[src/tcf_pkg.sv]
// ---------------------------------------------------------------------------
// Shared constants and types of the timer control block
// ---------------------------------------------------------------------------
package tcf_pkg;
    // Clock and machine cycle
    localparam int unsigned TCF_CLK_HZ = 20_000_000;
    localparam int unsigned TCF_MC_OSC_PERIODS = 12;
    // Register byte offsets
    localparam logic [5:0] TCF_OFF_CTRL = 6'h00;
    localparam logic [5:0] TCF_OFF_MODE = 6'h04;
    localparam logic [5:0] TCF_OFF_BITWR = 6'h08;
    localparam logic [5:0] TCF_OFF_CNT_A = 6'h10;
    localparam logic [5:0] TCF_OFF_CNT_B = 6'h14;
    localparam logic [5:0] TCF_OFF_IRQ_STAT = 6'h20;
    localparam logic [5:0] TCF_OFF_IRQ_CLR = 6'h24;
    localparam logic [5:0] TCF_OFF_IRQ_EN = 6'h28;
    // Reset values
    localparam logic [7:0] TCF_CTRL_RST = 8'h00;
    localparam logic [7:0] TCF_MODE_RST = 8'h00;
    localparam logic [15:0] TCF_CNT_RST = 16'h0000;
    localparam logic [3:0] TCF_IRQ_RST = 4'h0;
    // Bit-write register fields
    localparam int unsigned TCF_BITWR_IDX_LSB = 0;
    localparam int unsigned TCF_BITWR_VAL_POS = 3;
    // Interrupt status bit positions
    localparam int unsigned TCF_IRQ_TMR_A = 0;
    localparam int unsigned TCF_IRQ_TMR_B = 1;
    localparam int unsigned TCF_IRQ_EXT_A = 2;
    localparam int unsigned TCF_IRQ_EXT_B = 3;

    // Operating modes of one timer
    typedef enum logic [1:0] {
        TCF_MODE_13BIT = 2'h0,
        TCF_MODE_16BIT = 2'h1,
        TCF_MODE_RELOAD8 = 2'h2,
        TCF_MODE_SPLIT = 2'h3
    } tcf_mode_e;

    // One timer's nibble of the mode register
    typedef struct packed {
        logic gate;
        logic cnt_ext;
        tcf_mode_e mode;
    } tcf_tmode_s;

    // Whole mode register, timer b in the upper nibble
    typedef struct packed {
        tcf_tmode_s b;
        tcf_tmode_s a;
    } tcf_timer_mode_select_s;

    // Control flags register, bit 7 first
    typedef struct packed {
        logic timer_b_overflow_flag;
        logic timer_b_run;
        logic timer_a_overflow_flag;
        logic timer_a_run;
        logic ext_irq_b_flag;
        logic ext_irq_b_trigger_type;
        logic ext_irq_a_flag;
        logic ext_irq_a_trigger_type;
    } tcf_timer_control_flags_s;

    // One Avalon-MM request as seen by the slave
    typedef struct packed {
        logic read;
        logic write;
        logic [5:0] addr;
        logic [31:0] wdata;
        logic [3:0] be;
    } tcf_av_req_s;
endpackage : tcf_pkg

[src/tcf_timer_ctrl.sv]
// Function
// - Control flags bitwise accessible, bits 7..0 ordered
// - Mode register written only as whole byte
// - Overflow sets flag; vectoring clears it
// - Mode 00 gives 13-bit timer
// - Mode 01 gives full 16-bit counter
// - Mode 10 gives 8-bit auto-reload counter
// - Split mode: low half under timer a
// - Split mode: high half timer, timer b run
// - Timer b mode 11 holds its count
// - Trigger type 0 low level, 1 falling
// - Timer increments once per twelve clocks
// - Counter increments on sampled high-to-low
// - 13-bit mode: prescale by 32, 8-bit count
`timescale 1ns/100ps
module tcf_timer_ctrl
    import tcf_pkg::*;
#(
    parameter int unsigned MC_DIV = TCF_MC_OSC_PERIODS
) (
    input wire logic I_CLOCK,
    input wire logic I_RST,
    input wire logic [5:0] I_AVS_ADDRESS,
    input wire logic I_AVS_READ,
    input wire logic I_AVS_WRITE,
    input wire logic [31:0] I_AVS_WRITEDATA,
    input wire logic [3:0] I_AVS_BYTEENABLE,
    output logic [31:0] O_AVS_READDATA,
    output logic O_AVS_WAITREQUEST,
    input wire logic I_EXT_IRQ_PIN_A,
    input wire logic I_EXT_IRQ_PIN_B,
    input wire logic I_COUNT_PIN_A,
    input wire logic I_COUNT_PIN_B,
    input wire logic I_VECTOR_TIMER_A,
    input wire logic I_VECTOR_TIMER_B,
    input wire logic I_VECTOR_EXT_A,
    input wire logic I_VECTOR_EXT_B,
    output logic O_IRQ,
    output logic [7:0] O_TIMER_CONTROL_FLAGS
);

    // -----------------------------------------------------------------------
    // Elaboration checks
    // -----------------------------------------------------------------------
    // Divider counter is four bits wide
    if (MC_DIV < 2 || MC_DIV > 16) begin : g_bad_div
        $error("MC_DIV must lie between 2 and 16");
    end

    localparam logic [3:0] MC_LAST = 4'(MC_DIV - 1);

    // -----------------------------------------------------------------------
    // Step function shared by both timers for modes 0 to 2
    // -----------------------------------------------------------------------
    // Returns overflow in bit 16 and the new count below it
    function automatic logic [16:0] tmr_step(input logic [15:0] c,
                                             input tcf_mode_e m,
                                             input logic inc);
        logic [13:0] s13;
        logic [16:0] s16;
        logic [8:0] s8;
        logic [16:0] res;
        s13 = {1'b0, c[15:8], c[4:0]} + 14'h0001;
        s16 = {1'b0, c} + 17'h0_0001;
        s8 = {1'b0, c[7:0]} + 9'h001;
        res = {1'b0, c};
        if (inc) begin
            case (m)
                // Prescaler in low five bits, eight-bit count above
                TCF_MODE_13BIT: res = {s13[13], s13[12:5], c[7:5],
                                       s13[4:0]};
                TCF_MODE_16BIT: res = s16;
                // Low byte reloads from high byte on overflow
                TCF_MODE_RELOAD8: begin
                    res = s8[8] ? {1'b1, c[15:8], c[15:8]}
                                : {1'b0, c[15:8], s8[7:0]};
                end
                default: res = {1'b0, c};
            endcase
        end
        return res;
    endfunction : tmr_step

    // -----------------------------------------------------------------------
    // State
    // -----------------------------------------------------------------------
    logic wait_r, wait_nxt; // Waitrequest, high while idle
    logic [31:0] rdata_r, rdata_nxt; // Read data of current access
    logic [3:0] mc_cnt_r, mc_cnt_nxt; // Machine cycle divider
    logic mc_tick; // One-cycle machine cycle enable
    logic [3:0] samp_r, samp_nxt; // Previous pin samples
    tcf_timer_control_flags_s timer_control_flags_r, timer_control_flags_nxt; // Control flags
    tcf_timer_mode_select_s timer_mode_select_r, timer_mode_select_nxt; // Mode select
    logic [15:0] cnt_a_r, cnt_a_nxt; // Timer a, high and low byte
    logic [15:0] cnt_b_r, cnt_b_nxt; // Timer b
    logic [3:0] ists_r, ists_nxt; // Sticky interrupt status
    logic [3:0] ien_r, ien_nxt; // Interrupt enables
    logic irq_r, irq_nxt; // Interrupt output
    tcf_av_req_s req; // Bundled bus request

    // -----------------------------------------------------------------------
    // Next-state logic
    // -----------------------------------------------------------------------
    always_comb begin
        logic acc; // Access completes this edge
        logic wr_lo; // Write touching byte lane 0
        logic run_a, run_b, inc_a, inc_b, inc_hi;
        logic fall_ta, fall_tb, fall_xa, fall_xb;
        logic ovf_a, ovf_b, set_ia, set_ib;
        logic [16:0] st_a, st_b;
        logic [8:0] lo_s, hi_s;
        logic [7:0] tc;
        logic [3:0] ev;
        acc = 1'b0;
        wr_lo = 1'b0;
        run_a = 1'b0;
        run_b = 1'b0;
        inc_a = 1'b0;
        inc_b = 1'b0;
        inc_hi = 1'b0;
        fall_ta = 1'b0;
        fall_tb = 1'b0;
        fall_xa = 1'b0;
        fall_xb = 1'b0;
        ovf_a = 1'b0;
        ovf_b = 1'b0;
        set_ia = 1'b0;
        set_ib = 1'b0;
        st_a = 17'h0_0000;
        st_b = 17'h0_0000;
        lo_s = 9'h000;
        hi_s = 9'h000;
        tc = timer_control_flags_r;
        ev = 4'h0;
        req = '{read: I_AVS_READ, write: I_AVS_WRITE, addr: I_AVS_ADDRESS,
                wdata: I_AVS_WRITEDATA, be: I_AVS_BYTEENABLE};
        wait_nxt = 1'b1;
        rdata_nxt = rdata_r;
        mc_cnt_nxt = mc_tick ? 4'h0 : mc_cnt_r + 4'h1;
        samp_nxt = samp_r;
        timer_mode_select_nxt = timer_mode_select_r;
        cnt_a_nxt = cnt_a_r;
        cnt_b_nxt = cnt_b_r;
        ien_nxt = ien_r;
        ists_nxt = ists_r;

        // Bus: answer one cycle after the request appears
        if ((req.read || req.write) && wait_r) begin
            wait_nxt = 1'b0;
            rdata_nxt = 32'h0000_0000;
            case (req.addr)
                TCF_OFF_CTRL: rdata_nxt[7:0] = timer_control_flags_r;
                TCF_OFF_MODE: rdata_nxt[7:0] = timer_mode_select_r;
                TCF_OFF_CNT_A: rdata_nxt[15:0] = cnt_a_r;
                TCF_OFF_CNT_B: rdata_nxt[15:0] = cnt_b_r;
                TCF_OFF_IRQ_STAT: rdata_nxt[3:0] = ists_r;
                TCF_OFF_IRQ_EN: rdata_nxt[3:0] = ien_r;
                // Unmapped and write-only offsets read as zero
                default: rdata_nxt = 32'h0000_0000;
            endcase
        end
        acc = (req.read || req.write) && !wait_r;
        wr_lo = acc && req.write && req.be[0];

        // Software side of registers, overridden below by hardware sets
        if (wr_lo) begin
            case (req.addr)
                TCF_OFF_CTRL: tc = req.wdata[7:0];
                // Single bit write: index and value in lane 0
                TCF_OFF_BITWR: tc[req.wdata[TCF_BITWR_IDX_LSB +: 3]] =
                    req.wdata[TCF_BITWR_VAL_POS];
                // Only a whole-byte write reaches the mode register
                TCF_OFF_MODE: timer_mode_select_nxt = req.wdata[7:0];
                TCF_OFF_IRQ_EN: ien_nxt = req.wdata[3:0];
                default: ;
            endcase
        end

        // Sampling of count and interrupt pins once per machine cycle
        if (mc_tick) begin
            fall_ta = samp_r[0] && !I_COUNT_PIN_A;
            fall_tb = samp_r[1] && !I_COUNT_PIN_B;
            fall_xa = samp_r[2] && !I_EXT_IRQ_PIN_A;
            fall_xb = samp_r[3] && !I_EXT_IRQ_PIN_B;
            samp_nxt = {I_EXT_IRQ_PIN_B, I_EXT_IRQ_PIN_A,
                        I_COUNT_PIN_B, I_COUNT_PIN_A};
        end

        // Run condition: run bit, gated by pin when gate is set
        run_a = timer_control_flags_r.timer_a_run &&
                (!timer_mode_select_r.a.gate || I_EXT_IRQ_PIN_A);
        run_b = timer_control_flags_r.timer_b_run &&
                (!timer_mode_select_r.b.gate || I_EXT_IRQ_PIN_B);
        inc_a = run_a && (timer_mode_select_r.a.cnt_ext ? fall_ta : mc_tick);
        inc_b = run_b && (timer_mode_select_r.b.cnt_ext ? fall_tb : mc_tick);

        // Timer a, including the split mode
        if (timer_mode_select_r.a.mode == TCF_MODE_SPLIT) begin
            lo_s = {1'b0, cnt_a_r[7:0]} + 9'h001;
            hi_s = {1'b0, cnt_a_r[15:8]} + 9'h001;
            inc_hi = timer_control_flags_r.timer_b_run && mc_tick;
            if (inc_a) begin
                cnt_a_nxt[7:0] = lo_s[7:0];
            end
            if (inc_hi) begin
                cnt_a_nxt[15:8] = hi_s[7:0];
            end
            ovf_a = inc_a && lo_s[8];
        end else begin
            st_a = tmr_step(cnt_a_r, timer_mode_select_r.a.mode, inc_a);
            cnt_a_nxt = st_a[15:0];
            ovf_a = st_a[16];
        end

        // Timer b; split mode on b stops it in place
        if (timer_mode_select_r.b.mode != TCF_MODE_SPLIT) begin
            st_b = tmr_step(cnt_b_r, timer_mode_select_r.b.mode, inc_b);
            cnt_b_nxt = st_b[15:0];
        end
        // While timer a is split, its high half owns timer b's flag
        ovf_b = (timer_mode_select_r.a.mode == TCF_MODE_SPLIT) ? (inc_hi && hi_s[8])
                                                   : st_b[16];

        // Software writes to the counts win over the increment
        if (acc && req.write && req.addr == TCF_OFF_CNT_A) begin
            if (req.be[0]) cnt_a_nxt[7:0] = req.wdata[7:0];
            if (req.be[1]) cnt_a_nxt[15:8] = req.wdata[15:8];
        end
        if (acc && req.write && req.addr == TCF_OFF_CNT_B) begin
            if (req.be[0]) cnt_b_nxt[7:0] = req.wdata[7:0];
            if (req.be[1]) cnt_b_nxt[15:8] = req.wdata[15:8];
        end

        // Overflow flags: vector clears, overflow sets and wins
        timer_control_flags_nxt = tc;
        if (I_VECTOR_TIMER_A) timer_control_flags_nxt.timer_a_overflow_flag = 1'b0;
        if (I_VECTOR_TIMER_B) timer_control_flags_nxt.timer_b_overflow_flag = 1'b0;
        if (ovf_a) timer_control_flags_nxt.timer_a_overflow_flag = 1'b1;
        if (ovf_b) timer_control_flags_nxt.timer_b_overflow_flag = 1'b1;

        // External flags: type 1 falling edge, type 0 follows low level
        if (timer_control_flags_r.ext_irq_a_trigger_type) begin
            set_ia = fall_xa;
            if (I_VECTOR_EXT_A) timer_control_flags_nxt.ext_irq_a_flag = 1'b0;
        end else if (mc_tick) begin
            set_ia = !I_EXT_IRQ_PIN_A;
            timer_control_flags_nxt.ext_irq_a_flag = 1'b0;
        end
        if (timer_control_flags_r.ext_irq_b_trigger_type) begin
            set_ib = fall_xb;
            if (I_VECTOR_EXT_B) timer_control_flags_nxt.ext_irq_b_flag = 1'b0;
        end else if (mc_tick) begin
            set_ib = !I_EXT_IRQ_PIN_B;
            timer_control_flags_nxt.ext_irq_b_flag = 1'b0;
        end
        if (set_ia) timer_control_flags_nxt.ext_irq_a_flag = 1'b1;
        if (set_ib) timer_control_flags_nxt.ext_irq_b_flag = 1'b1;

        // Sticky status: write-one clear, a new event wins
        ev[TCF_IRQ_TMR_A] = ovf_a;
        ev[TCF_IRQ_TMR_B] = ovf_b;
        ev[TCF_IRQ_EXT_A] = set_ia && !timer_control_flags_r.ext_irq_a_flag;
        ev[TCF_IRQ_EXT_B] = set_ib && !timer_control_flags_r.ext_irq_b_flag;
        if (wr_lo && req.addr == TCF_OFF_IRQ_CLR) begin
            ists_nxt = ists_nxt & ~req.wdata[3:0];
        end
        ists_nxt = ists_nxt | ev;
        // Registered, so the line trails the status by one cycle
        irq_nxt = |(ists_r & ien_r);
    end

    // Machine cycle enable from the divider
    assign mc_tick = (mc_cnt_r == MC_LAST);

    // -----------------------------------------------------------------------
    // Registers
    // -----------------------------------------------------------------------
    always_ff @(posedge I_CLOCK or posedge I_RST) begin
        if (I_RST) begin
            wait_r <= 1'b1;
            rdata_r <= 32'h0000_0000;
            mc_cnt_r <= 4'h0;
            samp_r <= 4'hf;
            timer_control_flags_r <= TCF_CTRL_RST;
            timer_mode_select_r <= TCF_MODE_RST;
            cnt_a_r <= TCF_CNT_RST;
            cnt_b_r <= TCF_CNT_RST;
            ists_r <= TCF_IRQ_RST;
            ien_r <= TCF_IRQ_RST;
            irq_r <= 1'b0;
        end else begin
            wait_r <= wait_nxt;
            rdata_r <= rdata_nxt;
            mc_cnt_r <= mc_cnt_nxt;
            samp_r <= samp_nxt;
            timer_control_flags_r <= timer_control_flags_nxt;
            timer_mode_select_r <= timer_mode_select_nxt;
            cnt_a_r <= cnt_a_nxt;
            cnt_b_r <= cnt_b_nxt;
            ists_r <= ists_nxt;
            ien_r <= ien_nxt;
            irq_r <= irq_nxt;
        end
    end

    // Outputs straight from flip-flops
    assign O_AVS_READDATA = rdata_r;
    assign O_AVS_WAITREQUEST = wait_r;
    assign O_IRQ = irq_r;
    assign O_TIMER_CONTROL_FLAGS = timer_control_flags_r;

endmodule : tcf_timer_ctrl

[config.mk]
export PLATFORM = sky130hd
export DESIGN_NAME = tcf_timer_ctrl
export DESIGN_NICKNAME = d
export VERILOG_FILES = /design/src/tcf_pkg.sv /design/src/tcf_timer_ctrl.sv
export SDC_FILE = /design/constraint.sdc
export NUM_CORES = 1
export LEC_CHECK = 0
export ABC_CLOCK_PERIOD_IN_PS = 3100
export BUFFER_PORTS_ARGS = -buffer_cell sky130_fd_sc_hd__buf_2
export CELL_PAD_IN_SITES_DETAIL_PLACEMENT = 1
export CELL_PAD_IN_SITES_GLOBAL_PLACEMENT = 2
export CORE_MARGIN = 2
export CORE_UTILIZATION = 34
export CTS_BUF_LIST = sky130_fd_sc_hd__clkbuf_8 sky130_fd_sc_hd__clkbuf_16
export DETAILED_ROUTE_END_ITERATION = 7
export GPL_ROUTABILITY_DRIVEN = 0
export PLACE_DENSITY = 0.92
export SYNTH_ARGS = -nofsm -noshare
export SYNTH_HDL_FRONTEND = slang
export SYNTH_SLANG_ARGS = --single-unit
[constraint.sdc]
create_clock -name I_CLOCK -period 3.1 [get_ports I_CLOCK]
set_input_delay 0.62 -clock I_CLOCK [delete_from_list [all_inputs] [get_ports I_CLOCK]]
set_output_delay 0.62 -clock I_CLOCK [all_outputs]
set_load 0.03 [all_outputs]
==> reports/summary.txt <==
Cts hold-fix bufs -> 0
Clock-pin transition on the worst setup and hold timing paths -> 0.07 ns
FFs w/ async S/R, synth -> 100%
Via Count -> 5646
CTS tree -> done
Antenna violations before repair -> 0
Skew-Pair Late Insertion Delay -> 0.35 ns
Tmin final -> 2.49 ns
CP Cell Sequence -> ha_1 -> nand4_4 -> or3_1 -> nor4b_4 -> a221oi_1 -> nand2_1
Syn-to-layout area delta -> 13.3%
Power per Cell Area -> 456 nW/µm²
Top delay family on crit path -> simple AND/OR/NAND/NOR gates
Fmax -> 401 MHz
Longest Clk Path Bufs -> 2
Pin count of the biggest net entering global routing -> 48
CP Data Arrival Time -> 2.78 ns
Fin crit share -> 80.5%
Synth Flop Type -> dfrtp_1
Worst-path cell with the longest stage delay -> or3_1
WL final -> 20.3 mm
Yosys reg bits -> 82
Seq/Total Area, Yosys -> 36.8%
Worst Hold Slack -> 0.360 ns
Nets -> 775
Vias per cell -> 6.02
Final Skew -> 0.0112 ns
WL per Instance -> 21.7 µm
Antenna-violating nets left -> 0
Worst Max-Slew Pin Slew -> 0.800 ns
Gate Count Post-Synth -> 678
Crit end category -> flip-flop
DP Worst Slack -> 0.423 ns
Worst setup margin -> 0.606 ns
DRT Pass-1 Iters -> 8
Syn avg cell area -> 8.24 µm²
Die Area -> 17500 µm²
Die W -> 132 µm
Synth warn -> 0
Port-buffer cells -> 61
Number of enable flip-flop cells after synthesis -> 0
Worst Hold Class -> input pin to async pin
Core footprint -> 16000 µm²
Post-Route Setup TNS -> 0 ns
Max stage delay on crit path -> 0.55 ns
Post-CTS Resized -> 0
H-tree depth -> 3
Distinct cells, synth -> 79
Startpoint types -> flip-flop
TritonCTS Sinks -> 82
CTS Root Cell -> clkbuf_16
CTS Buf Count -> 9
Via count of the first global-routing pass -> 5727
HPWL Detailed -> 15.2 mm
Setup violations, final -> 0
Synth Cell Area -> 5590 µm²
Status -> completed
Share of cells above drive strength 1 -> 17.9%
Max-slew headroom -> 46.5%
I/O pin total -> 96
Final hold vios -> 0
Worst EP required -> 3.38 ns
Worst VDD drop -> 0.326 mV
Gr ovfl total -> 0
DRC -> 0
Flop2flop setup slack -> 0.61 ns
Setup Fix Bufs, Post-CTS -> 0
Leak -> 2.63 nW
Initial DRC Count -> 549
ANT cells -> 0
Starting density of the core -> 34.9%
Die Height -> 132 µm
First-pass GRT wire length -> 32.2 mm
Setup CP Type -> flip-flop to flip-flop
Core Rows -> 46
Max Cap Violations -> 0
RSZ-0062 raised after global routing -> no
Aggregate global-route resource usage -> 23.3%
Critical path peak fanout -> 9
CP bufs+invs -> 0
Slew Viols, Final -> 0
## Yosys cell counts (4+ instances only)
cell | number | area [µm²]
nand2b_1 | 7 | 43.8
or4_1 | 4 | 30.0
nand4_1 | 9 | 56.3
o31ai_1 | 5 | 37.5
o2111ai_1 | 4 | 35.0
nor4_1 | 5 | 31.3
dfrtp_1 | 77 | 1930
buf_2 | 8 | 40.0
and2_1 | 4 | 25.0
a221oi_1 | 12 | 105
buf_4 | 18 | 135
xnor2_1 | 6 | 52.6
mux2i_1 | 9 | 90.1
a21oi_1 | 30 | 150
o211ai_1 | 4 | 30.0
nor3_1 | 24 | 120
nor2_1 | 74 | 278
nand3_1 | 29 | 145
o22a_1 | 4 | 35.0
o22ai_1 | 4 | 25.0
nor2b_1 | 6 | 37.5
clkbuf_1 | 35 | 131
o21ai_0 | 37 | 185
ha_1 | 4 | 50.1
mux2_2 | 12 | 135
a31oi_1 | 21 | 131
and3_1 | 8 | 50.1
a211oi_1 | 7 | 52.6
dfstp_2 | 5 | 131
nand2_1 | 95 | 357
a222oi_1 | 8 | 80.1
inv_1 | 16 | 60.1
or3_1 | 9 | 56.3
a21o_1 | 4 | 30.0
## sequential cells by signal (all words and copies together) (netlist names)
register               count
ien_r                      4
cnt_a_r                   16
O_TIMER_CONTROL_FLAGS      8
timer_mode_select_r        8
O_AVS_WAITREQUEST          1
O_AVS_READDATA            16
mc_cnt_r                   4
cnt_b_r                   16
O_IRQ                      1
samp_r                     4
ists_r                     4
## per-stage QoR
stage,area (µm²),power (mW),util [%],std cells
floorplan,5640,1.60,-,693
global placement,6030,1.75,37.7,922
detailed placement,6030,1.77,37.7,922
CTS,6330,2.91,39.6,938
global route,6330,3.00,39.6,938
finish,6330,2.89,39.6,938
## worst paths after layout
path,startpoint,endpoint,cells past startpoint
worst max register to register,cnt_b_r[0]$_DFF_PP0_,ists_r[1]$_DFF_PP0_,6
min in group I_CLOCK,I_COUNT_PIN_A,samp_r[0]$_DFFE_PP1N_,3
worst min-delay path,I_RST,O_AVS_READDATA[3]$_DFFE_PP0P_,2
worst max-delay path,cnt_b_r[0]$_DFF_PP0_,ists_r[1]$_DFF_PP0_,6
worst min register to register,samp_r[1]$_DFFE_PP1N_,samp_r[1]$_DFFE_PP1N_,2
max in group asynchronous,I_RST,cnt_b_r[14]$_DFF_PP0_,3
## layout make-up
cell class	count	area, µm²
Clock buffer	10	239
Clock inverter	6	67.6
Fill cell	1961	9670
Inverter	16	61.3
Multi-Input combinational cell	533	3210
Sequential cell	82	2060
Tap cell	216	270
Timing Repair Buffer	75	423
## kinds of logic (layout without fill, tap and decap cells)
kind of cell | count (synthesis) | after routing | share of synthesized area (%)
and+or+nand+nor | 301 | 301 | 26.7
muxes | 21 | 21 | 4.03
other | 1 | 16 | 0.0671
buffers and inverters | 78 | 107 | 6.65
DFF | 82 | 82 | 36.8
adders and majority gates | 4 | 4 | 0.896
AOI/OAI and AO/OA | 182 | 182 | 23.4
xor gates and xnor gates | 9 | 9 | 1.41
## where the power goes
group	leakage (nW)	switching (mW)	internal (mW)
logic	1.47	0.342	0.160
registers	1.01	0.104	1.15
clock network	0.150	0.480	0.650
total	2.63	0.926	1.96
## metal layers
layer	routed length, µm	track usage, %	share of wire [%]
met5	0	0	0
met2	10100	38.6	49
met4	478	7.77	2.3
met1	8540	31.0	42
met3	1260	3.81	6.2
## placed cells by master, fill, tap and decap left out, types with 8 or more instances in the layout
| master | instances |
|---|---|
| a221oi_1 | 12 |
| a31oi_1 | 21 |
| conb_1 | 16 |
| clkbuf_16 | 9 |
| nor3_1 | 24 |
| nand4_1 | 9 |
| nand3_1 | 29 |
| o21ai_0 | 37 |
| a21oi_1 | 30 |
| nand2_1 | 95 |
| mux2i_1 | 9 |
| buf_4 | 13 |
| a222oi_1 | 8 |
| nor2_1 | 74 |
| mux2_2 | 12 |
| and3_1 | 8 |
| or3_1 | 9 |
| dfrtp_1 | 77 |
| buf_2 | 61 |
| inv_1 | 16 |
## worst reg2reg max path: stages (launching register included)
cell and delay (ns):
dfrtp_1 0.46, ha_1 0.30, nand4_4 0.20, or3_1 0.55
nor4b_4 0.47, a221oi_1 0.30, nand2_1 0.14
No activity file was read; power rests on OpenSTA's default activity.
